[src/pkg/rtcc_pkg.sv]
/*
 Constants for the calendar counter: register map, field positions,
 reset values and correction figures.
 Assumes a 32-bit AXI4-Lite register bus and a 50 MHz system clock.
*/
package rtcc_pkg;
  localparam logic [7:0]  OFS_CTRL      = 8'h00;
  localparam logic [7:0]  OFS_STAT      = 8'h04;
  localparam logic [7:0]  OFS_CAL0      = 8'h08;
  localparam logic [7:0]  OFS_CORR      = 8'h24;
  localparam logic [7:0]  OFS_ALM_MIN   = 8'h28;
  localparam logic [7:0]  OFS_ALM_HOUR  = 8'h2C;
  localparam logic [7:0]  OFS_ALM_WDAY  = 8'h30;
  localparam logic [7:0]  OFS_SUBSEC    = 8'h34;
  localparam int          CAL_NUM       = 7;
  localparam logic [2:0]  CAL_SEC       = 3'h0;
  localparam logic [2:0]  CAL_MIN       = 3'h1;
  localparam logic [2:0]  CAL_HOUR      = 3'h2;
  localparam logic [2:0]  CAL_WEEK      = 3'h3;
  localparam logic [2:0]  CAL_DAY       = 3'h4;
  localparam logic [2:0]  CAL_MONTH     = 3'h5;
  localparam logic [2:0]  CAL_YEAR      = 3'h6;
  // Control bits
  localparam int          CTL_RUN       = 0;
  localparam int          CTL_FEED      = 1;
  localparam int          CTL_ALM_EN    = 2;
  localparam int          CTL_WAIT      = 3;
  localparam int          CTL_CYC_LSB   = 4;
  // Status bits
  localparam int          ST_WAIT       = 0;
  localparam int          ST_CYC        = 1;
  localparam int          ST_ALM        = 2;
  // Correction fields
  localparam int          CORR_DEV      = 7;
  localparam int          CORR_SIGN     = 6;
  localparam logic [15:0] SUB_REF       = 16'h7FFF;
  localparam logic [15:0] SUB_HALF      = 16'h3FFF;
  // Fixed-cycle select codes
  localparam logic [2:0]  CYC_OFF       = 3'h0;
  localparam logic [2:0]  CYC_SEC       = 3'h1;
  localparam logic [2:0]  CYC_MIN       = 3'h2;
  localparam logic [2:0]  CYC_HOUR      = 3'h3;
  localparam logic [2:0]  CYC_DAY       = 3'h4;
  localparam logic [2:0]  CYC_MONTH     = 3'h5;
  // Reset values
  localparam logic [7:0]  CTRL_RST      = 8'h00;
  localparam logic [7:0]  CORR_RST      = 8'h00;
  localparam logic [7:0]  ALM_MIN_RST   = 8'h00;
  localparam logic [7:0]  ALM_HOUR_RST  = 8'h12;
  localparam logic [7:0]  ALM_WDAY_RST  = 8'h00;
  localparam logic [7:0]  DAY_RST       = 8'h01;
  localparam logic [7:0]  MONTH_RST     = 8'h01;
  localparam logic [7:0]  ZERO8         = 8'h00;
  // BCD limits and correction seconds
  localparam logic [7:0]  BCD_59        = 8'h59;
  localparam logic [7:0]  BCD_23        = 8'h23;
  localparam logic [7:0]  BCD_20        = 8'h20;
  localparam logic [7:0]  BCD_40        = 8'h40;
  localparam logic [7:0]  BCD_12        = 8'h12;
  localparam logic [7:0]  BCD_99        = 8'h99;
  localparam logic [7:0]  WEEK_LAST     = 8'h06;
  // AXI responses
  localparam logic [1:0]  RESP_OKAY     = 2'h0;
  localparam logic [1:0]  RESP_SLVERR   = 2'h2;
endpackage : rtcc_pkg

[src/rtcc_top.sv]
/*
 Calendar real-time counter: BCD calendar, wait/acknowledge access,
 alarm match, fixed-cycle events and drift correction.
 Assumes fsub_in is a 32.768 kHz level synchronous to clk.
*/
// Our own choices: the placing of the registers and the AXI4-Lite slave port.
`timescale 1ns/1ps
module rtcc_top
  import rtcc_pkg::*;
(
  input  wire logic        clk,
  input  wire logic        rst_b,
  input  wire logic        fsub_in,
  input  wire logic [7:0]  s_axi_awaddr,
  input  wire logic        s_axi_awvalid,
  output logic             s_axi_awready,
  input  wire logic [31:0] s_axi_wdata,
  input  wire logic [3:0]  s_axi_wstrb,
  input  wire logic        s_axi_wvalid,
  output logic             s_axi_wready,
  output logic [1:0]       s_axi_bresp,
  output logic             s_axi_bvalid,
  input  wire logic        s_axi_bready,
  input  wire logic [7:0]  s_axi_araddr,
  input  wire logic        s_axi_arvalid,
  output logic             s_axi_arready,
  output logic [31:0]      s_axi_rdata,
  output logic [1:0]       s_axi_rresp,
  output logic             s_axi_rvalid,
  input  wire logic        s_axi_rready,
  output logic             calendar_interrupt,
  output logic             one_hertz_output_pin,
  output logic             raw_clock_output_pin
);
  logic        wr_en;
  logic [7:0]  wr_addr;
  logic [7:0]  wr_data;
  logic        wr_ok;
  logic [7:0]  rd_addr;
  logic [7:0]  rd_data;
  logic        rd_ok;
  logic [7:0]  ctrl_r;
  logic [7:0]  corr_r;
  logic [7:0]  alarm_minute_r;
  logic [7:0]  alarm_hour_r;
  logic [7:0]  alarm_weekday_mask_r;
  logic        wait_status_r;
  logic        fixed_cycle_flag_r;
  logic        alarm_detect_flag_r;
  logic        fsub_r;
  logic        tick;
  logic [7:0]  cal_r [CAL_NUM];
  logic [7:0]  snap_r [CAL_NUM];
  logic [7:0]  cal_nxt [CAL_NUM];
  logic [3:0]  roll;
  logic        cal_we;
  logic [2:0]  cal_idx;
  logic [15:0] subsec;
  logic        sec_pulse;
  logic        half;
  logic        apply;
  logic        cyc_evt;
  logic        alm_match;
  logic        alm_match_r;
  logic        alm_evt;
  logic        run;

  function automatic logic [7:0] bcd_inc(input logic [7:0] v);
    bcd_inc = (v[3:0] == 4'h9) ? {v[7:4] + 4'h1, 4'h0} : {v[7:4], v[3:0] + 4'h1};
  endfunction : bcd_inc

  function automatic logic [7:0] month_last(input logic [7:0] m, input logic [7:0] y);
    logic leap;
    leap = y[4] ? (y[3:0] == 4'h2 || y[3:0] == 4'h6)
                : (y[3:0] == 4'h0 || y[3:0] == 4'h4 || y[3:0] == 4'h8);
    unique case (m)
      8'h02: month_last = leap ? 8'h29 : 8'h28;
      8'h04, 8'h06, 8'h09, 8'h11: month_last = 8'h30;
      default: month_last = 8'h31;
    endcase
  endfunction : month_last

  function automatic logic is_cal(input logic [7:0] a);
    is_cal = a >= OFS_CAL0 && a < OFS_CORR;
  endfunction : is_cal

  rtcc_axil u_axil (
    .clk           (clk),
    .rst_b         (rst_b),
    .s_axi_awaddr  (s_axi_awaddr),
    .s_axi_awvalid (s_axi_awvalid),
    .s_axi_awready (s_axi_awready),
    .s_axi_wdata   (s_axi_wdata),
    .s_axi_wstrb   (s_axi_wstrb),
    .s_axi_wvalid  (s_axi_wvalid),
    .s_axi_wready  (s_axi_wready),
    .s_axi_bresp   (s_axi_bresp),
    .s_axi_bvalid  (s_axi_bvalid),
    .s_axi_bready  (s_axi_bready),
    .s_axi_araddr  (s_axi_araddr),
    .s_axi_arvalid (s_axi_arvalid),
    .s_axi_arready (s_axi_arready),
    .s_axi_rdata   (s_axi_rdata),
    .s_axi_rresp   (s_axi_rresp),
    .s_axi_rvalid  (s_axi_rvalid),
    .s_axi_rready  (s_axi_rready),
    .wr_en         (wr_en),
    .wr_addr       (wr_addr),
    .wr_data       (wr_data),
    .wr_ok         (wr_ok),
    .rd_addr       (rd_addr),
    .rd_data       (rd_data),
    .rd_ok         (rd_ok)
  );

  assign run     = ctrl_r[CTL_RUN] && ctrl_r[CTL_FEED];
  assign tick    = fsub_in && !fsub_r && ctrl_r[CTL_FEED];
  assign cal_idx = 3'(wr_addr[4:2] - OFS_CAL0[4:2]);
  // Calendar writes only land while the access wait is acknowledged
  assign cal_we  = wr_en && is_cal(wr_addr) && wait_status_r;
  assign wr_ok   = is_cal(wr_addr) || wr_addr == OFS_CTRL || wr_addr == OFS_STAT
                || (wr_addr >= OFS_CORR && wr_addr <= OFS_ALM_WDAY);
  assign apply   = corr_r[CORR_DEV] ? (cal_r[CAL_SEC] == ZERO8)
                 : (cal_r[CAL_SEC] == ZERO8 || cal_r[CAL_SEC] == BCD_20
                    || cal_r[CAL_SEC] == BCD_40);

  rtcc_subsec u_subsec (
    .clk         (clk),
    .rst_b       (rst_b),
    .tick        (tick),
    .run         (run),
    .clr         (cal_we && cal_idx == CAL_SEC),
    .apply       (apply),
    .corr        (corr_r),
    .count_r     (subsec),
    .sec_pulse_r (sec_pulse),
    .half_r      (half)
  );

  // Calendar carry chain
  always_comb begin
    for (int i = 0; i < CAL_NUM; i++) begin
      cal_nxt[i] = cal_r[i];
    end
    roll = 4'h0;
    if (sec_pulse) begin
      cal_nxt[CAL_SEC] = bcd_inc(cal_r[CAL_SEC]);
      if (cal_r[CAL_SEC] == BCD_59) begin
        cal_nxt[CAL_SEC] = ZERO8;
        roll[0] = 1'b1;
        cal_nxt[CAL_MIN] = bcd_inc(cal_r[CAL_MIN]);
        if (cal_r[CAL_MIN] == BCD_59) begin
          cal_nxt[CAL_MIN] = ZERO8;
          roll[1] = 1'b1;
          cal_nxt[CAL_HOUR] = bcd_inc(cal_r[CAL_HOUR]);
          if (cal_r[CAL_HOUR] == BCD_23) begin
            cal_nxt[CAL_HOUR] = ZERO8;
            roll[2] = 1'b1;
            cal_nxt[CAL_WEEK] = (cal_r[CAL_WEEK] == WEEK_LAST) ? ZERO8
                              : bcd_inc(cal_r[CAL_WEEK]);
            cal_nxt[CAL_DAY] = bcd_inc(cal_r[CAL_DAY]);
            if (cal_r[CAL_DAY] == month_last(cal_r[CAL_MONTH], cal_r[CAL_YEAR])) begin
              cal_nxt[CAL_DAY] = DAY_RST;
              roll[3] = 1'b1;
              cal_nxt[CAL_MONTH] = bcd_inc(cal_r[CAL_MONTH]);
              if (cal_r[CAL_MONTH] == BCD_12) begin
                cal_nxt[CAL_MONTH] = MONTH_RST;
                cal_nxt[CAL_YEAR] = (cal_r[CAL_YEAR] == BCD_99) ? ZERO8
                                  : bcd_inc(cal_r[CAL_YEAR]);
              end
            end
          end
        end
      end
    end
  end

  // Live counters keep running; a written field replaces its next value
  always_ff @(posedge clk) begin
    if (!rst_b) begin
      for (int i = 0; i < CAL_NUM; i++) begin
        cal_r[i] <= ZERO8;
      end
      cal_r[CAL_DAY]   <= DAY_RST;
      cal_r[CAL_MONTH] <= MONTH_RST;
    end else begin
      for (int i = 0; i < CAL_NUM; i++) begin
        cal_r[i] <= (cal_we && cal_idx == 3'(i)) ? wr_data : cal_nxt[i];
      end
    end
  end

  // Frozen view for software while the wait is acknowledged
  always_ff @(posedge clk) begin
    if (!rst_b) begin
      for (int i = 0; i < CAL_NUM; i++) begin
        snap_r[i] <= ZERO8;
      end
    end else begin
      for (int i = 0; i < CAL_NUM; i++) begin
        if (!wait_status_r) begin
          snap_r[i] <= cal_r[i];
        end else if (cal_we && cal_idx == 3'(i)) begin
          snap_r[i] <= wr_data;
        end
      end
    end
  end

  // Wait acknowledge follows the request on a subsystem tick, or every cycle while run is low
  always_ff @(posedge clk) begin
    if (!rst_b) begin
      wait_status_r <= 1'b0;
    end else if (tick || !run) begin
      wait_status_r <= ctrl_r[CTL_WAIT];
    end
  end

  always_ff @(posedge clk) begin
    if (!rst_b) begin
      ctrl_r               <= CTRL_RST;
      corr_r               <= CORR_RST;
      alarm_minute_r       <= ALM_MIN_RST;
      alarm_hour_r         <= ALM_HOUR_RST;
      alarm_weekday_mask_r <= ALM_WDAY_RST;
    end else if (wr_en) begin
      unique case (wr_addr)
        OFS_CTRL:     ctrl_r               <= wr_data;
        OFS_CORR:     corr_r               <= wr_data;
        OFS_ALM_MIN:  alarm_minute_r       <= wr_data;
        OFS_ALM_HOUR: alarm_hour_r         <= wr_data;
        OFS_ALM_WDAY: alarm_weekday_mask_r <= wr_data;
        default: ;
      endcase
    end
  end

  always_comb begin
    unique case (ctrl_r[CTL_CYC_LSB +: 3])
      CYC_SEC:   cyc_evt = sec_pulse;
      CYC_MIN:   cyc_evt = roll[0];
      CYC_HOUR:  cyc_evt = roll[1];
      CYC_DAY:   cyc_evt = roll[2];
      CYC_MONTH: cyc_evt = roll[3];
      default:   cyc_evt = 1'b0;
    endcase
  end

  assign alm_match = cal_r[CAL_MIN] == alarm_minute_r && cal_r[CAL_HOUR] == alarm_hour_r
                  && alarm_weekday_mask_r[cal_r[CAL_WEEK][2:0]];
  assign alm_evt   = ctrl_r[CTL_ALM_EN] && alm_match && !alm_match_r;

  // Flags: a new event wins over a write-one clear in the same cycle
  always_ff @(posedge clk) begin
    if (!rst_b) begin
      fixed_cycle_flag_r  <= 1'b0;
      alarm_detect_flag_r <= 1'b0;
      alm_match_r         <= 1'b0;
      calendar_interrupt  <= 1'b0;
    end else begin
      alm_match_r        <= alm_match;
      calendar_interrupt <= cyc_evt || alm_evt;
      if (cyc_evt) begin
        fixed_cycle_flag_r <= 1'b1;
      end else if (wr_en && wr_addr == OFS_STAT && wr_data[ST_CYC]) begin
        fixed_cycle_flag_r <= 1'b0;
      end
      if (alm_evt) begin
        alarm_detect_flag_r <= 1'b1;
      end else if (wr_en && wr_addr == OFS_STAT && wr_data[ST_ALM]) begin
        alarm_detect_flag_r <= 1'b0;
      end
    end
  end

  always_ff @(posedge clk) begin
    if (!rst_b) begin
      fsub_r               <= 1'b0;
      raw_clock_output_pin <= 1'b0;
      one_hertz_output_pin <= 1'b0;
    end else begin
      fsub_r               <= fsub_in;
      raw_clock_output_pin <= fsub_in && ctrl_r[CTL_FEED];
      one_hertz_output_pin <= half;
    end
  end

  // Any calendar field readable in any order
  always_comb begin
    rd_ok   = 1'b1;
    rd_data = ZERO8;
    if (is_cal(rd_addr)) begin
      rd_data = wait_status_r ? snap_r[3'(rd_addr[4:2] - OFS_CAL0[4:2])]
                              : cal_r[3'(rd_addr[4:2] - OFS_CAL0[4:2])];
    end else begin
      unique case (rd_addr)
        OFS_CTRL:     rd_data = ctrl_r;
        OFS_STAT:     rd_data = {5'h00, alarm_detect_flag_r, fixed_cycle_flag_r,
                                 wait_status_r};
        OFS_CORR:     rd_data = corr_r;
        OFS_ALM_MIN:  rd_data = alarm_minute_r;
        OFS_ALM_HOUR: rd_data = alarm_hour_r;
        OFS_ALM_WDAY: rd_data = alarm_weekday_mask_r;
        OFS_SUBSEC:   rd_data = subsec[7:0];
        default:      rd_ok   = 1'b0;
      endcase
    end
  end
endmodule : rtcc_top

[src/rtcc_axil.sv]
/*
 AXI4-Lite slave front end: takes address and data in either order,
 gives one write strobe and a registered read capture.
 Assumes the parent decodes addresses combinationally.
*/
`timescale 1ns/1ps
module rtcc_axil
  import rtcc_pkg::*;
(
  input  wire logic        clk,
  input  wire logic        rst_b,
  input  wire logic [7:0]  s_axi_awaddr,
  input  wire logic        s_axi_awvalid,
  output logic             s_axi_awready,
  input  wire logic [31:0] s_axi_wdata,
  input  wire logic [3:0]  s_axi_wstrb,
  input  wire logic        s_axi_wvalid,
  output logic             s_axi_wready,
  output logic [1:0]       s_axi_bresp,
  output logic             s_axi_bvalid,
  input  wire logic        s_axi_bready,
  input  wire logic [7:0]  s_axi_araddr,
  input  wire logic        s_axi_arvalid,
  output logic             s_axi_arready,
  output logic [31:0]      s_axi_rdata,
  output logic [1:0]       s_axi_rresp,
  output logic             s_axi_rvalid,
  input  wire logic        s_axi_rready,
  output logic             wr_en,
  output logic [7:0]       wr_addr,
  output logic [7:0]       wr_data,
  input  wire logic        wr_ok,
  output logic [7:0]       rd_addr,
  input  wire logic [7:0]  rd_data,
  input  wire logic        rd_ok
);
  logic       aw_r;
  logic       w_r;
  logic [7:0] awaddr_r;
  logic [7:0] wdata_r;
  logic       wlane_r;

  assign s_axi_awready = !aw_r && !s_axi_bvalid;
  assign s_axi_wready  = !w_r && !s_axi_bvalid;
  assign s_axi_arready = !s_axi_rvalid;
  assign wr_en         = aw_r && w_r && wlane_r;
  assign wr_addr       = awaddr_r;
  assign wr_data       = wdata_r;
  assign rd_addr       = s_axi_araddr;

  always_ff @(posedge clk) begin
    if (!rst_b) begin
      aw_r         <= 1'b0;
      w_r          <= 1'b0;
      awaddr_r     <= ZERO8;
      wdata_r      <= ZERO8;
      wlane_r      <= 1'b0;
      s_axi_bvalid <= 1'b0;
      s_axi_bresp  <= RESP_OKAY;
    end else begin
      if (s_axi_awvalid && s_axi_awready) begin
        aw_r     <= 1'b1;
        awaddr_r <= s_axi_awaddr;
      end
      if (s_axi_wvalid && s_axi_wready) begin
        w_r     <= 1'b1;
        wdata_r <= s_axi_wdata[7:0];
        wlane_r <= s_axi_wstrb[0];
      end
      if (aw_r && w_r) begin
        aw_r         <= 1'b0;
        w_r          <= 1'b0;
        s_axi_bvalid <= 1'b1;
        s_axi_bresp  <= wr_ok ? RESP_OKAY : RESP_SLVERR;
      end else if (s_axi_bvalid && s_axi_bready) begin
        s_axi_bvalid <= 1'b0;
      end
    end
  end

  always_ff @(posedge clk) begin
    if (!rst_b) begin
      s_axi_rvalid <= 1'b0;
      s_axi_rdata  <= 32'h0000_0000;
      s_axi_rresp  <= RESP_OKAY;
    end else if (s_axi_arvalid && s_axi_arready) begin
      s_axi_rvalid <= 1'b1;
      s_axi_rdata  <= {24'h00_0000, rd_data};
      s_axi_rresp  <= rd_ok ? RESP_OKAY : RESP_SLVERR;
    end else if (s_axi_rvalid && s_axi_rready) begin
      s_axi_rvalid <= 1'b0;
    end
  end
endmodule : rtcc_axil

[src/rtcc_subsec.sv]
/*
 Sub-second counter with drift correction of its overflow threshold.
 Assumes one-cycle subsystem clock ticks and a correction apply level
 from the parent that is high during the selected seconds.
*/
`timescale 1ns/1ps
module rtcc_subsec
  import rtcc_pkg::*;
(
  input  wire logic        clk,
  input  wire logic        rst_b,
  input  wire logic        tick,
  input  wire logic        run,
  input  wire logic        clr,
  input  wire logic        apply,
  input  wire logic [7:0]  corr,
  output logic [15:0]      count_r,
  output logic             sec_pulse_r,
  output logic             half_r
);
  logic [5:0]  mag;
  logic [15:0] thr;

  assign mag = corr[5:0];

  always_comb begin
    thr = SUB_REF;
    if (apply && mag != 6'h00) begin
      if (!corr[CORR_SIGN]) begin
        thr = SUB_REF + {9'h000, mag - 6'h01, 1'b0};
      end else begin
        thr = SUB_REF - {9'h000, ~mag + 6'h01, 1'b0};
      end
    end
  end

  always_ff @(posedge clk) begin
    if (!rst_b) begin
      count_r     <= 16'h0000;
      sec_pulse_r <= 1'b0;
    end else begin
      sec_pulse_r <= 1'b0;
      if (clr || !run) begin
        count_r <= 16'h0000;
      end else if (tick) begin
        if (count_r >= thr) begin
          count_r     <= 16'h0000;
          sec_pulse_r <= 1'b1;
        end else begin
          count_r <= count_r + 16'h0001;
        end
      end
    end
  end

  always_ff @(posedge clk) begin
    if (!rst_b) begin
      half_r <= 1'b0;
    end else begin
      half_r <= run && (count_r <= SUB_HALF);
    end
  end
endmodule : rtcc_subsec

[config.mk]
export PLATFORM = sky130hd
export DESIGN_NAME = rtcc_top
export DESIGN_NICKNAME = d
export VERILOG_FILES = /design/src/pkg/rtcc_pkg.sv /design/src/rtcc_top.sv /design/src/rtcc_axil.sv /design/src/rtcc_subsec.sv
export SDC_FILE = /design/constraint.sdc
export NUM_CORES = 1
export LEC_CHECK = 0
export BUFFER_PORTS_ARGS = -buffer_cell sky130_fd_sc_hd__buf_2
export CORE_MARGIN = 2
export CORE_UTILIZATION = 55
export DETAILED_ROUTE_END_ITERATION = 10
export PLACE_DENSITY = 0.85
export REMOVE_ABC_BUFFERS = 1
export SYNTH_ARGS = -nofsm -noshare
export SYNTH_HDL_FRONTEND = slang
export SYNTH_SLANG_ARGS = --single-unit
[constraint.sdc]
create_clock -name clk -period 3.2 [get_ports clk]
set_input_delay 0.96 -clock clk [delete_from_list [all_inputs] [get_ports clk]]
set_output_delay 0.96 -clock clk [all_outputs]
set_load 0.05 [all_outputs]
# Yosys cells after proc, flatten, opt, wreduce, memory -nomap -nowiden
# Memories as Yosys holds them, arrays and structs flattened.
# Cells that the tools add are included.
[op_classes] add_sub_neg=21 order_cmp=9 n_eq_ne=49 n_mux=113 n_bitwise=26 n_reduce_logical=72
[op_table] op="8-bit two-way mux" count=45
[op_table] op="56-bit two-way mux" count=2
[op_table] op="8-bit by 6-bit == test with 1-bit output, second input constant" count=11
[op_table] op="16-bit two-way mux" count=4
[op_table] op="4-bit by 1-bit adder with 4-bit output, second input constant" count=14
[op_table] op="8-bit case mux with 7 select lines" count=1
[op_table] op="1-bit two-way mux" count=49
[op_table] op="48-bit two-way mux" count=1
[op_table] op="8-bit by 3-bit == test with 1-bit output, second input constant" count=5
[op_table] op="40-bit two-way mux" count=1
[op_table] op="1-bit logical AND" count=34
[op_table] op="4-bit == test, second input constant" count=8
[op_table] op="8-bit by 7-bit == test with 1-bit output, second input constant" count=3
[op_table] op="8-bit == test" count=3
[op_table] op="8-bit zero test" count=3
[op_table] op="24-bit two-way mux" count=1
[op_table] op="1-bit bitwise OR" count=23
[op_table] op="15-bit by 7-bit adder with 16-bit output, first input constant" count=1
[op_table] op="16-bit by 1-bit adder with 16-bit output, second input constant" count=1
[op_table] op="8-bit by 5-bit == test with 1-bit output, second input constant" count=2
[op_table] op="16-bit >= comparator" count=1
[op_table] op="8-bit by 4-bit >= comparator with 1-bit output, second input constant" count=2
[op_table] op="16-bit by 14-bit <= comparator with 1-bit output, second input constant" count=1
[op_table] op="8-bit by 6-bit less-than comparator with 1-bit output, second input constant" count=2
[op_table] op="34 further kinds" count=72
[word_totals] regBits=99 ram_bits=112 output_inout_bits=44 wordCells=318 mem_count=2
[mem_list] name="cal_r" words=7 width=8 read_ports=8 rd_ports_with_merged_regs=0 write_ports=7 line_no="rtcc_top.sv:52" text="logic [7:0] cal_r [CAL_NUM];"
[mem_list] name="snap_r" words=7 width=8 read_ports=1 rd_ports_with_merged_regs=0 write_ports=7 line_no="rtcc_top.sv:53" text="logic [7:0] snap_r [CAL_NUM];"

# Longest topological paths before layout
# Gate-level depths: netlist of run 1.
# An unclocked memory read counts as a cell.
[depth] depth_word=19 mapped_depth=17

# By module
# From an unflattened synthesis of run 1, not the netlist that was laid out.
[hier_totals] hier_cells=1513 area_unflattened_um2=12944.9
[by_module_without_submodules] module="rtcc_top" instances=1 cells_each=1161 area_per_inst_um2=9993.3 seq_area_each_um2=3773.6
[by_module_without_submodules] module="rtcc_subsec" instances=1 cells_each=176 area_per_inst_um2=1493.9 seq_area_each_um2=360.3
[by_module_without_submodules] module="rtcc_axil" instances=1 cells_each=176 area_per_inst_um2=1457.6 seq_area_each_um2=620.6

# Least setup slack after synthesis of run 1
# No wires, ideal clock.
[synth_timing] path_kind="register -> register" start="register corr_r[0]" end="register u_subsec.count_r[10]" setup_time_ns=0.065 t_arrival_ns=3.327 required_ns=3.135 slack_ns=-0.192 path_stages_with_launch=17 synth_period_minus_slack_ns=3.392 cell_sequence="dfxtp_1 -> inv_1 -> ha_1 -> clkbuf_1 -> nand3b_1 -> nand3_1 -> or2_2 -> a31oi_1 -> ha_1 -> a21o_1 -> a21o_1 -> a211oi_1 -> o21ai_0 -> a31oi_1 -> o21bai_1 -> clkbuf_1 -> nor2_1"
[synth_via] elab_chain_len=7
[synth_rtl] item="start: declaration" line_no="rtcc_top.sv:43" text="logic [7:0] corr_r;"
[synth_rtl] item="start signal: assignment" line_no="rtcc_top.sv:229" text="OFS_CORR: corr_r <= wr_data;"
[synth_rtl] item="6-bit inverter" line_no="rtcc_subsec.sv:32" text="thr = SUB_REF - {9'h000, ~mag + 6'h01, 1'b0};"
[synth_rtl] item="6-bit by 1-bit adder with 6-bit output" line_no="rtcc_subsec.sv:32"
[synth_rtl] item="15-bit by 7-bit subtractor with 16-bit output" line_no="rtcc_subsec.sv:32"
[synth_rtl] item="16-bit two-way mux" line_no="rtcc_subsec.sv:29" text="if (!corr[CORR_SIGN]) begin"
[synth_rtl] item="16-bit two-way mux *" line_no="rtcc_subsec.sv:28" text="if (apply && mag != 6'h00) begin"
[synth_rtl] item="16-bit >= comparator *" line_no="rtcc_subsec.sv:46" text="if (count_r >= thr) begin"
[synth_rtl] item="16-bit two-way mux *" line_no="rtcc_subsec.sv:46"
[synth_rtl] item="end signal: assignment" line_no="rtcc_subsec.sv:50" text="count_r <= count_r + 16'h0001;"
[synth_rtl] item="end: declaration" line_no="rtcc_subsec.sv:17" text="output logic [15:0] count_r,"
# Mark *: on every way between the ends. The rest lies on a longest branch, timed or not.
# A chain may end at the register's enable or synchronous reset.

# Final worst setup path of run 1
[layout_timing] start="register corr_r[0]" end="register u_subsec.count_r[7]"
# The elaborated chain is that of the path after synthesis.

==> flow_summary.yaml, run 1 <==
pwr:
  power.leakage_nw: 5.482
  total_power_w: 0.005961
  powerDensity_nw_per_um2: 418.7
  ir_drop_mv: 0.3210
yosys:
  synth_area_leaders: "dfxtp_1 25%, edfxtp_1 14%, mux2i_1 5.3%"
  netlist_area_um2: 12430
  yosys_warnings: 0
  synth.most_common_cell: "nand2_1"
  yosys-top-cells-count: "164 x nand2_1, 160 x nor2_1, 153 x dfxtp_1"
  synthArstFlopShare: 0
  synth_edf_count: 56
  yosysUniqueCellTypes: 73
  ys_ff_latch: 209
  synth_top_cell_by_area: "dfxtp_1"
  yosys_most_used_dff: "dfxtp_1"
  synth_top_area_share: 0.2464
  seq_area_frac_synth: 0.3816
  synth_area_per_cell_um2: 8.528
  synthCells: 1458
final_layout:
  syn_to_final_growth_pct: 14.49
  antenna_cells: 0
  fill_cells: 1771
  final_nets: 1631
  fin_area_um2: 14230
  drive_gt1_frac: 0.1716
  instances_no_fill: 1829
sta:
  maxSlewViolCount: 0
  worstMarginPinSlew_ps: 1190
  finalCriticalPeriod_ps: 3152
  setup_viol: 0
  whs_ps: 430.1
  hold_viol_final: 0
  finalClockSkew_ps: 15.85
  slew_headroom: 0.2053
  finalCritPeriodShare: 0.9850
  max_freq_ghz: 0.3173
  worst_slack_ps: 48.01
setup_path:
  worstPathRequired_ps: 3620
  max_stage_delay_ps: 320
  critical_path_class: "flip-flop to flip-flop"
  cpMaxStageDelayCell: "dfxtp_2"
  critPathMaxFanout: 7
  arrival_ps: 3570
  cpLargestDelayFamily: "compound AO/OA/AOI/OAI gates"
  crit_buf_inv: 2
  worstSetupEndpointType: "flip-flop"
  start_kind: "flip-flop"
  worstPathCellList: "buf_4 -> ha_1 -> nor2b_2 -> a21oi_1 -> nor2_1 -> a21oi_1 -> o21ai_0 -> xor2_1 -> nor2_1 -> ha_1 -> o21ai_2 -> a211oi_2 -> a31oi_2 -> o21bai_1 -> buf_4 -> nor2_2"
routing:
  drt-vias-per-instance: 6.518
  dr.pass1.iters: 6
  wl_um: 38570
  drt_iter0_markers: 1709
  vias: 11920
  route.detailed.drc: 0
  ant_nets: 0
  wl_per_cell_um: 21.09
grt:
  grt_max_degree: 68
  track_usage: 0.3113
  grt_pass1_wl_um: 58940
  first_global_vias: 11120
  antenna_found_initial: 0
  overflow: 0
placement:
  dp_cells: 1782
  place_congestion: 1.031
  dpl_cell_area_um2: 13250
  place_hpwl_um: 26090
  io_buffers: 50
  dp_slack_ps: -241.0
clocking:
  cts_tree: "done"
  htree_levels: 1
  clk_latency_ps: 530
  cts-root-buf: "clkbuf_16"
  cts-buffers-inserted: 24
  path_clk_slew_ps: 60
  cts_buffer_depth: 3
  cts.sinks: 209
  cts-hold-fix-buffers: 0
status:
  status: "completed"
floorplanning:
  coreArea_um2: 22430
  num_rows: 55
  die_x_um: 154.4
  dieArea_um2: 23820
  die_h_um: 154.4
  io_pins: 104
  initial_core_util: 0.5542
min_path:
  worstHoldPathType: "flip-flop to flip-flop"
flow_run:
  drv_cap: 0
-- routing by layer --
layer	global-route usage	vias up	wire (µm)
met3	0.08098	205	4658
met4	0.1402	0	2008
met5	0	-	0
met1	0.3971	5570	14440
li1	-	5324	-
met2	0.4993	823	17470
-- placed cells by master, fill, tap and decap left out, types with 27 or more instances in the layout --
| cell | instances |
|---|---|
| ha_1 | 41 |
| xor2_1 | 27 |
| a21oi_1 | 119 |
| buf_4 | 90 |
| o21ai_0 | 68 |
| a211oi_1 | 35 |
| dfxtp_1 | 150 |
| nand2b_1 | 41 |
| edfxtp_1 | 56 |
| nand3_1 | 35 |
| nand2_1 | 164 |
| inv_1 | 33 |
| mux2i_1 | 65 |
| nor3_1 | 36 |
| nor2_1 | 150 |
| buf_2 | 50 |
-- worst reg2reg max path, stage by stage, from the launching register on --
cell	delay, ps
dfxtp_2	320
buf_4	160
ha_1	270
nor2b_2	280
a21oi_1	110
nor2_1	130
a21oi_1	50
o21ai_0	270
xor2_1	200
nor2_1	60
ha_1	300
o21ai_2	70
a211oi_2	200
a31oi_2	130
o21bai_1	210
buf_4	220
nor2_2	60
-- cell type report --
cell class,count,area (µm²),share of cell area
clock inverter,6,33.78,0.002373
tap,285,356.6,0.02505
timing repair buffer,142,957.2,0.06724
multi-input combinational,1111,7237,0.5084
sequential,209,4748,0.3336
inverter,38,145.1,0.01020
clock buffer,38,757.0,0.05318
-- registers in the layout, indices dropped and copies added, names as in the netlist, 8 cells and up --
register,cells
alarm_hour_r,8
snap_r,56
ctrl_r,8
alarm_minute_r,8
u_axil.wr_addr,8
u_axil.s_axi_rdata,8
cal_r,56
corr_r,8
alarm_weekday_mask_r,8
u_axil.wr_data,8
u_subsec.count_r,16
-- path summary, 6_finish.rpt --
| check | start | end | slack, ps | cells past startpoint |
|---|---|---|---|---|
| max | corr_r[0] | u_subsec.count_r[7] | 50 | 16 |
| min reg2reg | u_subsec.half_r | one_hertz_output_pin | 430 | 1 |
| max reg2reg | corr_r[0] | u_subsec.count_r[7] | 50 | 16 |
| min | u_subsec.half_r | one_hertz_output_pin | 430 | 1 |
-- where the power goes --
part | internal [W] | leakage, nW | total (W) | switching [W]
registers | 0.00273 | 1.93 | 0.00281 | 0.0000809
clock network | 0.00162 | 0.394 | 0.00274 | 0.00112
logic | 0.000109 | 3.16 | 0.000404 | 0.000295
-- repair_timing --
action,CTS,global route
cloned,0,1
pin swaps,0,12
endpoints found under the setup margin,17,31
buffers inserted,0,2
endpoints found under the hold margin,0,0
resized for setup,5,44
-- cell families (layout without fill, tap and decap cells) --
family          after synthesis  count (layout)  share of synthesized area
simple gates                562             562                     0.2169
compound gates              342             342                     0.1745
flops                       209             209                     0.3816
buf+inv                     163             224                    0.05726
mux                          93              93                    0.09389
fa+ha+maj                    45              45                    0.04529
xor+xnor                     43              43                    0.03029
other cells                   1              26                  0.0003016
-- stage by stage --
step | TNS, ps | util
final | 0 | 0.6345
after global routing | -1045 | 0.6345
after CTS | 0 | 0.6273
after detailed placement | -2877 | 0.5906
after global placement | -806.6 | 0.5906
after floorplan | -55720 | -
Note: power is estimated with default switching activity, not from simulation.
==> inputs of run 2 (changes only) <==
--- a/config.mk
+++ b/config.mk
@@ -8,9 +8,11 @@
 export BUFFER_PORTS_ARGS = -buffer_cell sky130_fd_sc_hd__buf_2
 export CORE_MARGIN = 2
 export CORE_UTILIZATION = 55
+export CTS_CLUSTER_SIZE = 10
 export DETAILED_ROUTE_END_ITERATION = 10
 export PLACE_DENSITY = 0.85
 export REMOVE_ABC_BUFFERS = 1
 export SYNTH_ARGS = -nofsm -noshare
 export SYNTH_HDL_FRONTEND = slang
+export SYNTH_HIERARCHICAL = 1
 export SYNTH_SLANG_ARGS = --single-unit
==> flow_summary.yaml, run 2 <==
pwr:
  ir_drop_mv: 0.3140
  power.leakage_nw: 5.621
  powerDensity_nw_per_um2: 394.1
  power_frac_seq: 0.489
  pwr-share-clk: 0.446
  power.internal_w: 0.004281
  p_sw_w: 0.001458
  swShare: 0.2541
  combPwrFrac: 0.065
setup_path:
  crit_buf_inv: 4
  critPathMaxFanout: 5
  arrival_ps: 3670
  worstPathRequired_ps: 3640
  crit_top_cell: "buf_6"
  regToRegEndpoint: "u_subsec/count_r[2]"
  timing.reg2reg.worst_path_depth: 17
  max_stage_delay_ps: 320
  worstPathCellList: "inv_1 -> ha_4 -> nor2b_4 -> xor2_1 -> o31a_1 -> nor2_1 -> ha_2 -> nor3_2 -> ha_1 -> nand4_1 -> buf_4 -> o21bai_4 -> a221oi_4 -> buf_6 -> a21boi_4 -> buf_6 -> nor3_1"
  worstSetupEndpointType: "flip-flop"
  reg2reg_from: "corr_r[0]"
  rrSetupSlack_ps: -30
  critical_path_class: "flip-flop to flip-flop"
  start_kind: "flip-flop"
  cpMaxStageDelayCell: "dfxtp_2"
  cpLargestDelayFamily: "simple AND/OR/NAND/NOR gates"
sta:
  setup_viol: 2
  maxSlewViolCount: 0
  whs_ps: 458.8
  slew_headroom: 0.3378
  hold_viol_final: 0
  tns_ps: -33.60
  finalCriticalPeriod_ps: 3231
  worstMarginPinSlew_ps: 992.0
  max_freq_ghz: 0.3095
  rsz0062_at_grt: "true"
  finalCritPeriodShare: 1.010
  finalClockSkew_ps: 23.00
  worst_slack_ps: -30.97
yosys:
  synth.most_common_cell: "nand2_1"
  netlist_area_um2: 12940
  yosys-top-cells-count: "166 x nand2_1, 152 x dfxtp_1, 145 x nor2_1"
  synth_area_per_cell_um2: 8.556
  yosys_warnings: 6
  synthCells: 1513
  yosysUniqueCellTypes: 96
  synth_edf_count: 57
  yosys_most_used_dff: "dfxtp_1"
  synth_area_leaders: "dfxtp_1 24%, edfxtp_1 13%, mux2i_1 5.4%"
  synthArstFlopShare: 0
  seq_area_frac_synth: 0.3673
  ys_ff_latch: 209
  synth_top_cell_by_area: "dfxtp_1"
  synth_top_area_share: 0.2351
final_layout:
  largestRegisters: "cal_r x56, snap_r x56, u_subsec/count_r x16"
  final_nets: 1674
  syn_to_final_growth_pct: 12.52
  final_common_cell: "nand2_1"
  instances_no_fill: 1898
  antenna_cells: 0
  drive_gt1_frac: 0.1539
  final_cell_mix: "165 x nand2_1, 148 x dfxtp_1, 144 x nor2_1"
  multiInputGateArea_um2: 7620
  seqCellArea_um2: 4760
  fill_cells: 1855
floorplanning:
  die_h_um: 157.4
  io_pins: 104
  num_rows: 56
  initial_core_util: 0.5565
  die_x_um: 157.4
  coreArea_um2: 23260
  dieArea_um2: 24780
grt:
  grt_pass1_wl_um: 59460
  overflow: 0
  grt_max_degree: 66
  first_global_vias: 11090
  track_usage: 0.3055
  antenna_found_initial: 0
placement:
  place_hpwl_um: 26920
  io_buffers: 50
  place_congestion: 0.9918
  dp_slack_ps: -365.1
  dp_cells: 1844
min_path:
  worstHoldPathType: "flip-flop to flip-flop"
  holdPathEnd: "u_axil/s_axi_rdata[7]"
  whs_path_depth: 2
  hp-start: "u_axil/s_axi_rdata[7]"
clocking:
  cts-buffers-inserted: 25
  clk_latency_ps: 540
  cts-hold-fix-buffers: 0
  path_clk_slew_ps: 60
  htree_levels: 1
  cts.sinks: 209
  cts-root-buf: "clkbuf_16"
  cts_tree: "done"
  cts_buffer_depth: 3
status:
  status: "complete, but fails checks"
  violations: "setup timing"
routing:
  vias: 12180
  drt_iter0_markers: 1966
  route.detailed.drc: 0
  ant_nets: 0
  wl_um: 39670
  dr.pass1.iters: 8
  wl_per_cell_um: 20.90
  drt-vias-per-instance: 6.417
flow_run:
  drv_cap: 0
run 2: cell types whose count changed after synthesis, moves of 6 or more:
cell      before  now
or2_2          8    2
nand3_1       36   60
buf_6          0    7
buf_4         26   34
a211o_1        9    3
a211oi_1      36   23
o21a_1         2   10
clkbuf_1      87   75
o21ai_0       71   78
nor3_1        37   47
nor2_1       160  145
run 2: how the worst max path moves through the flow:
stage | cells past startpoint | slack, ps | end | start
finish | 17 | -30 | u_subsec/count_r[2] | corr_r[0]
global route | 17 | -200 | u_subsec/count_r[2] | corr_r[0]
CTS | 15 | 3 | u_subsec/sec_pulse_r | corr_r[1]
detailed placement | 13 | -370 | u_subsec/sec_pulse_r | corr_r[1]
global placement | 14 | -180 | u_subsec/sec_pulse_r | corr_r[1]
floorplan | 7 | -370 | cal_r[3][7] | wait_status_r
run 2: final cells by class:
cell class,instances,share of cell area
multi-input combinational,1153,0.5232
clock inverter,2,0.001117
tap,319,0.02740
sequential,209,0.3268
inverter,43,0.01143
clock buffer,37,0.04673
timing repair buffer,135,0.06340
run 2: power groups by stage:
stage / combinational (W) / clock [W] / sequential [W]
after floorplan: 0.000206 / 0 / 0.00284
after global placement: 0.000357 / 0 / 0.00285
after detailed placement: 0.000363 / 0 / 0.00286
after CTS: 0.000366 / 0.00256 / 0.00280
after global routing: 0.000399 / 0.00265 / 0.00280
final: 0.000375 / 0.00256 / 0.00281
run 2: cells by family after synthesis:
| kind of cell | share of synthesized area |
|---|---|
| AO/OA/AOI/OAI | 0.1691 |
| XOR/XNOR | 0.02909 |
| adder cells (fa/ha/maj) | 0.04543 |
| buffers and inverters | 0.06688 |
| flip-flops | 0.3673 |
| multiplexers | 0.09008 |
| other | 0.0002897 |
| AND/OR/NAND/NOR | 0.2318 |
run 2: through the flow:
step                      area (µm²)    util  total power (W)
after floorplan                12330       -         0.003044
after global placement         13530  0.5818         0.003210
after detailed placement       13530  0.5818         0.003218
after CTS                      14320  0.6155         0.005722
after global routing           14570  0.6261         0.005855
final                          14570  0.6261         0.005739
run 2: worst min-delay path, stage by stage, from the launching register on:
cell	delay, ps
dfxtp_1	310
nand2_1	50
a21oi_1	50
run 2: per-layer routing:
metal	routed length, µm	up-vias	part of all wire	global-route usage
met5	0	-	0	0
met4	1948	0	0.049	0.1195
met1	15170	5772	0.38	0.4006
met3	4191	170	0.11	0.05176
li1	-	5485	-	-
met2	18360	752	0.46	0.5036
run 2: timing repair:
item	4_1_cts	5_1_grt
setup buffers	2	13
cloned	1	0
pin swaps	7	18
endpoints found under the setup margin	16	17
gates resized for setup	14	33
==> inputs of run 3 (changes only) <==
--- a/config.mk
+++ b/config.mk
@@ -5,7 +5,9 @@
 export SDC_FILE = /design/constraint.sdc
 export NUM_CORES = 1
 export LEC_CHECK = 0
+export ABC_CLOCK_PERIOD_IN_PS = 3200
 export BUFFER_PORTS_ARGS = -buffer_cell sky130_fd_sc_hd__buf_2
+export CORE_ASPECT_RATIO = 1.2
 export CORE_MARGIN = 2
 export CORE_UTILIZATION = 55
 export CTS_CLUSTER_SIZE = 10
==> flow_summary.yaml, run 3 (synthesized netlist as in run 2, its figures left out) <==
setup_path:
  reg2reg_from: "corr_r[1]"
  rrSetupSlack_ps: -60
  regToRegEndpoint: "u_subsec/count_r[2]"
  cp-startpoint: "corr_r[1]"
  start_kind: "flip-flop"
  worstSetupEndpointType: "flip-flop"
  arrival_ps: 3630
  critPathMaxFanout: 4
  worstPathRequired_ps: 3570
  worstSetupEndpoint: "u_subsec/count_r[2]"
  critical_path_class: "flip-flop to flip-flop"
  timing.reg2reg.worst_path_depth: 16
placement:
  io_buffers: 50
  place_hpwl_um: 26750
  place_congestion: 0.9718
  dp_cells: 1847
routing:
  ant_nets: 0
  route.detailed.drc: 0
  dr.pass1.iters: 5
  dr_wl_met3_um: 3750
  wl_um: 38910
  routed.top_layer: "met4"
  wl_met1_um: 14290
  drt_iter0_markers: 1421
  drt-vias-per-instance: 6.399
  wl_per_cell_um: 20.53
  vias: 12130
  wl_met2_um: 18350
sta:
  setup_viol: 14
  finalClockSkew_ps: 19.17
  finalCritPeriodShare: 1.019
  slew_headroom: 0.2573
  maxSlewViolCount: 0
  rsz0062_at_grt: "true"
  max_freq_ghz: 0.3068
  whs_ps: 436.5
  hold_viol_final: 0
  worstMarginPinSlew_ps: 1113
  worst_slack_ps: -59.41
  finalCriticalPeriod_ps: 3259
  tns_ps: -447.9
min_path:
  worstHoldPathType: "flip-flop to flip-flop"
grt:
  grt_pass1_wl_um: 58020
  antenna_found_initial: 0
  grt_max_degree: 68
  first_global_vias: 11190
  overflow: 0
  track_usage: 0.2970
floorplanning:
  io_pins: 104
  die_x_um: 144.1
  initial_core_util: 0.5598
  die_h_um: 172.1
  coreArea_um2: 23130
  dieArea_um2: 24790
  num_rows: 61
clocking:
  cts-buffers-inserted: 25
  cts-root-buf: "clkbuf_16"
  path_clk_slew_ps: 50
  cts-hold-fix-buffers: 0
  cts_tree: "done"
  htree_levels: 1
  cts.sinks: 209
  cts_buffer_depth: 3
  clk_latency_ps: 530
pwr:
  swShare: 0.2495
  powerDensity_nw_per_um2: 394.2
  p_sw_w: 0.001433
  combPwrFrac: 0.064
  pwr-share-clk: 0.446
  power_frac_seq: 0.489
  power.internal_w: 0.004309
  ir_drop_mv: 0.3151
  power.leakage_nw: 5.628
final_layout:
  final_nets: 1674
  final_cell_mix: "165 x nand2_1, 149 x dfxtp_1, 144 x nor2_1"
  fill_cells: 1843
  final_common_cell: "nand2_1"
  syn_to_final_growth_pct: 12.52
  instances_no_fill: 1895
  antenna_cells: 0
  largestRegisters: "cal_r x56, snap_r x56, u_subsec/count_r x16"
  drive_gt1_frac: 0.1551
status:
  violations: "setup timing"
  status: "complete, but fails checks"
flow_run:
  drv_cap: 0
==> run 3: cell count changes in the layout (fill, tap and decap cells not counted), moves of 2 or more <==
cell	previous run	this run
buf_6	6	2
nor3_2	9	13
buf_4	78	80
buf_12	1	3
nor3_1	39	36
==> run 3: worst min-delay path by stage <==
stage               cells past startpoint                    to             from
floorplan                               1  one_hertz_output_pin  u_subsec/half_r
global placement                        1  one_hertz_output_pin  u_subsec/half_r
detailed placement                      1  one_hertz_output_pin  u_subsec/half_r
CTS                                     1  one_hertz_output_pin  u_subsec/half_r
global route                            1  one_hertz_output_pin  u_subsec/half_r
finish                                  1  one_hertz_output_pin  u_subsec/half_r
==> run 3: final cells by class <==
class / count / area, µm² / area share
Sequential cell: 209 / 4758 / 0.3267
Inverter: 43 / 166.4 / 0.01143
Clock buffer: 38 / 694.4 / 0.04768
Tap cell: 315 / 394.1 / 0.02706
Timing Repair Buffer: 135 / 933.4 / 0.06408
Multi-Input combinational cell: 1153 / 7601 / 0.5219
Clock inverter: 2 / 17.52 / 0.001203
==> run 3: metal layers <==
metal  up-vias  GRT usage
li1       5506          -
met1      5728     0.3661
met2       723     0.4913
met3       170    0.04431
met4         0     0.1786
met5         -          0
==> run 3: what timing repair did <==
item / in CTS / in global routing
setup buffers: 1 / 6
gates cloned: 1 / 0
endpoints found under the setup margin: 16 / 17
pin swaps: 2 / 9
gates resized for setup: 8 / 32
==> run 3: critical path: stages (launching register included) <==
cell and delay (ps):
dfxtp_2 350, inv_4 60, ha_4 150, nor2b_4 140, xor2_1 140, o31a_1 350, nor2_1 110, ha_2 270
mux2i_1 130, nor2_1 60, ha_1 280, nand2_2 70, nor4_4 390, a2bb2oi_4 150, a21boi_4 250, buf_6 150
nor3_1 50
==> run 3: power groups by stage <==
stage                     sequential [W]  clock [W]  combinational (W)
final                            0.00281    0.00256           0.000369
after global routing             0.00281    0.00268           0.000394
after CTS                        0.00280    0.00257           0.000361
after detailed placement         0.00286          0           0.000359
after global placement           0.00286          0           0.000354
after floorplan                  0.00284          0           0.000206
==> run 3: per-stage QoR <==
step	utilization	power, W	worst slack (ps)	instance area, µm²
after floorplan	-	0.003044	-369.3	12330
after global placement	0.5878	0.003212	-151.7	13590
after detailed placement	0.5878	0.003219	-295.9	13590
after CTS	0.6209	0.005736	8.410	14360
after global routing	0.6298	0.005883	-247.9	14570
final	0.6298	0.005742	-59.41	14570
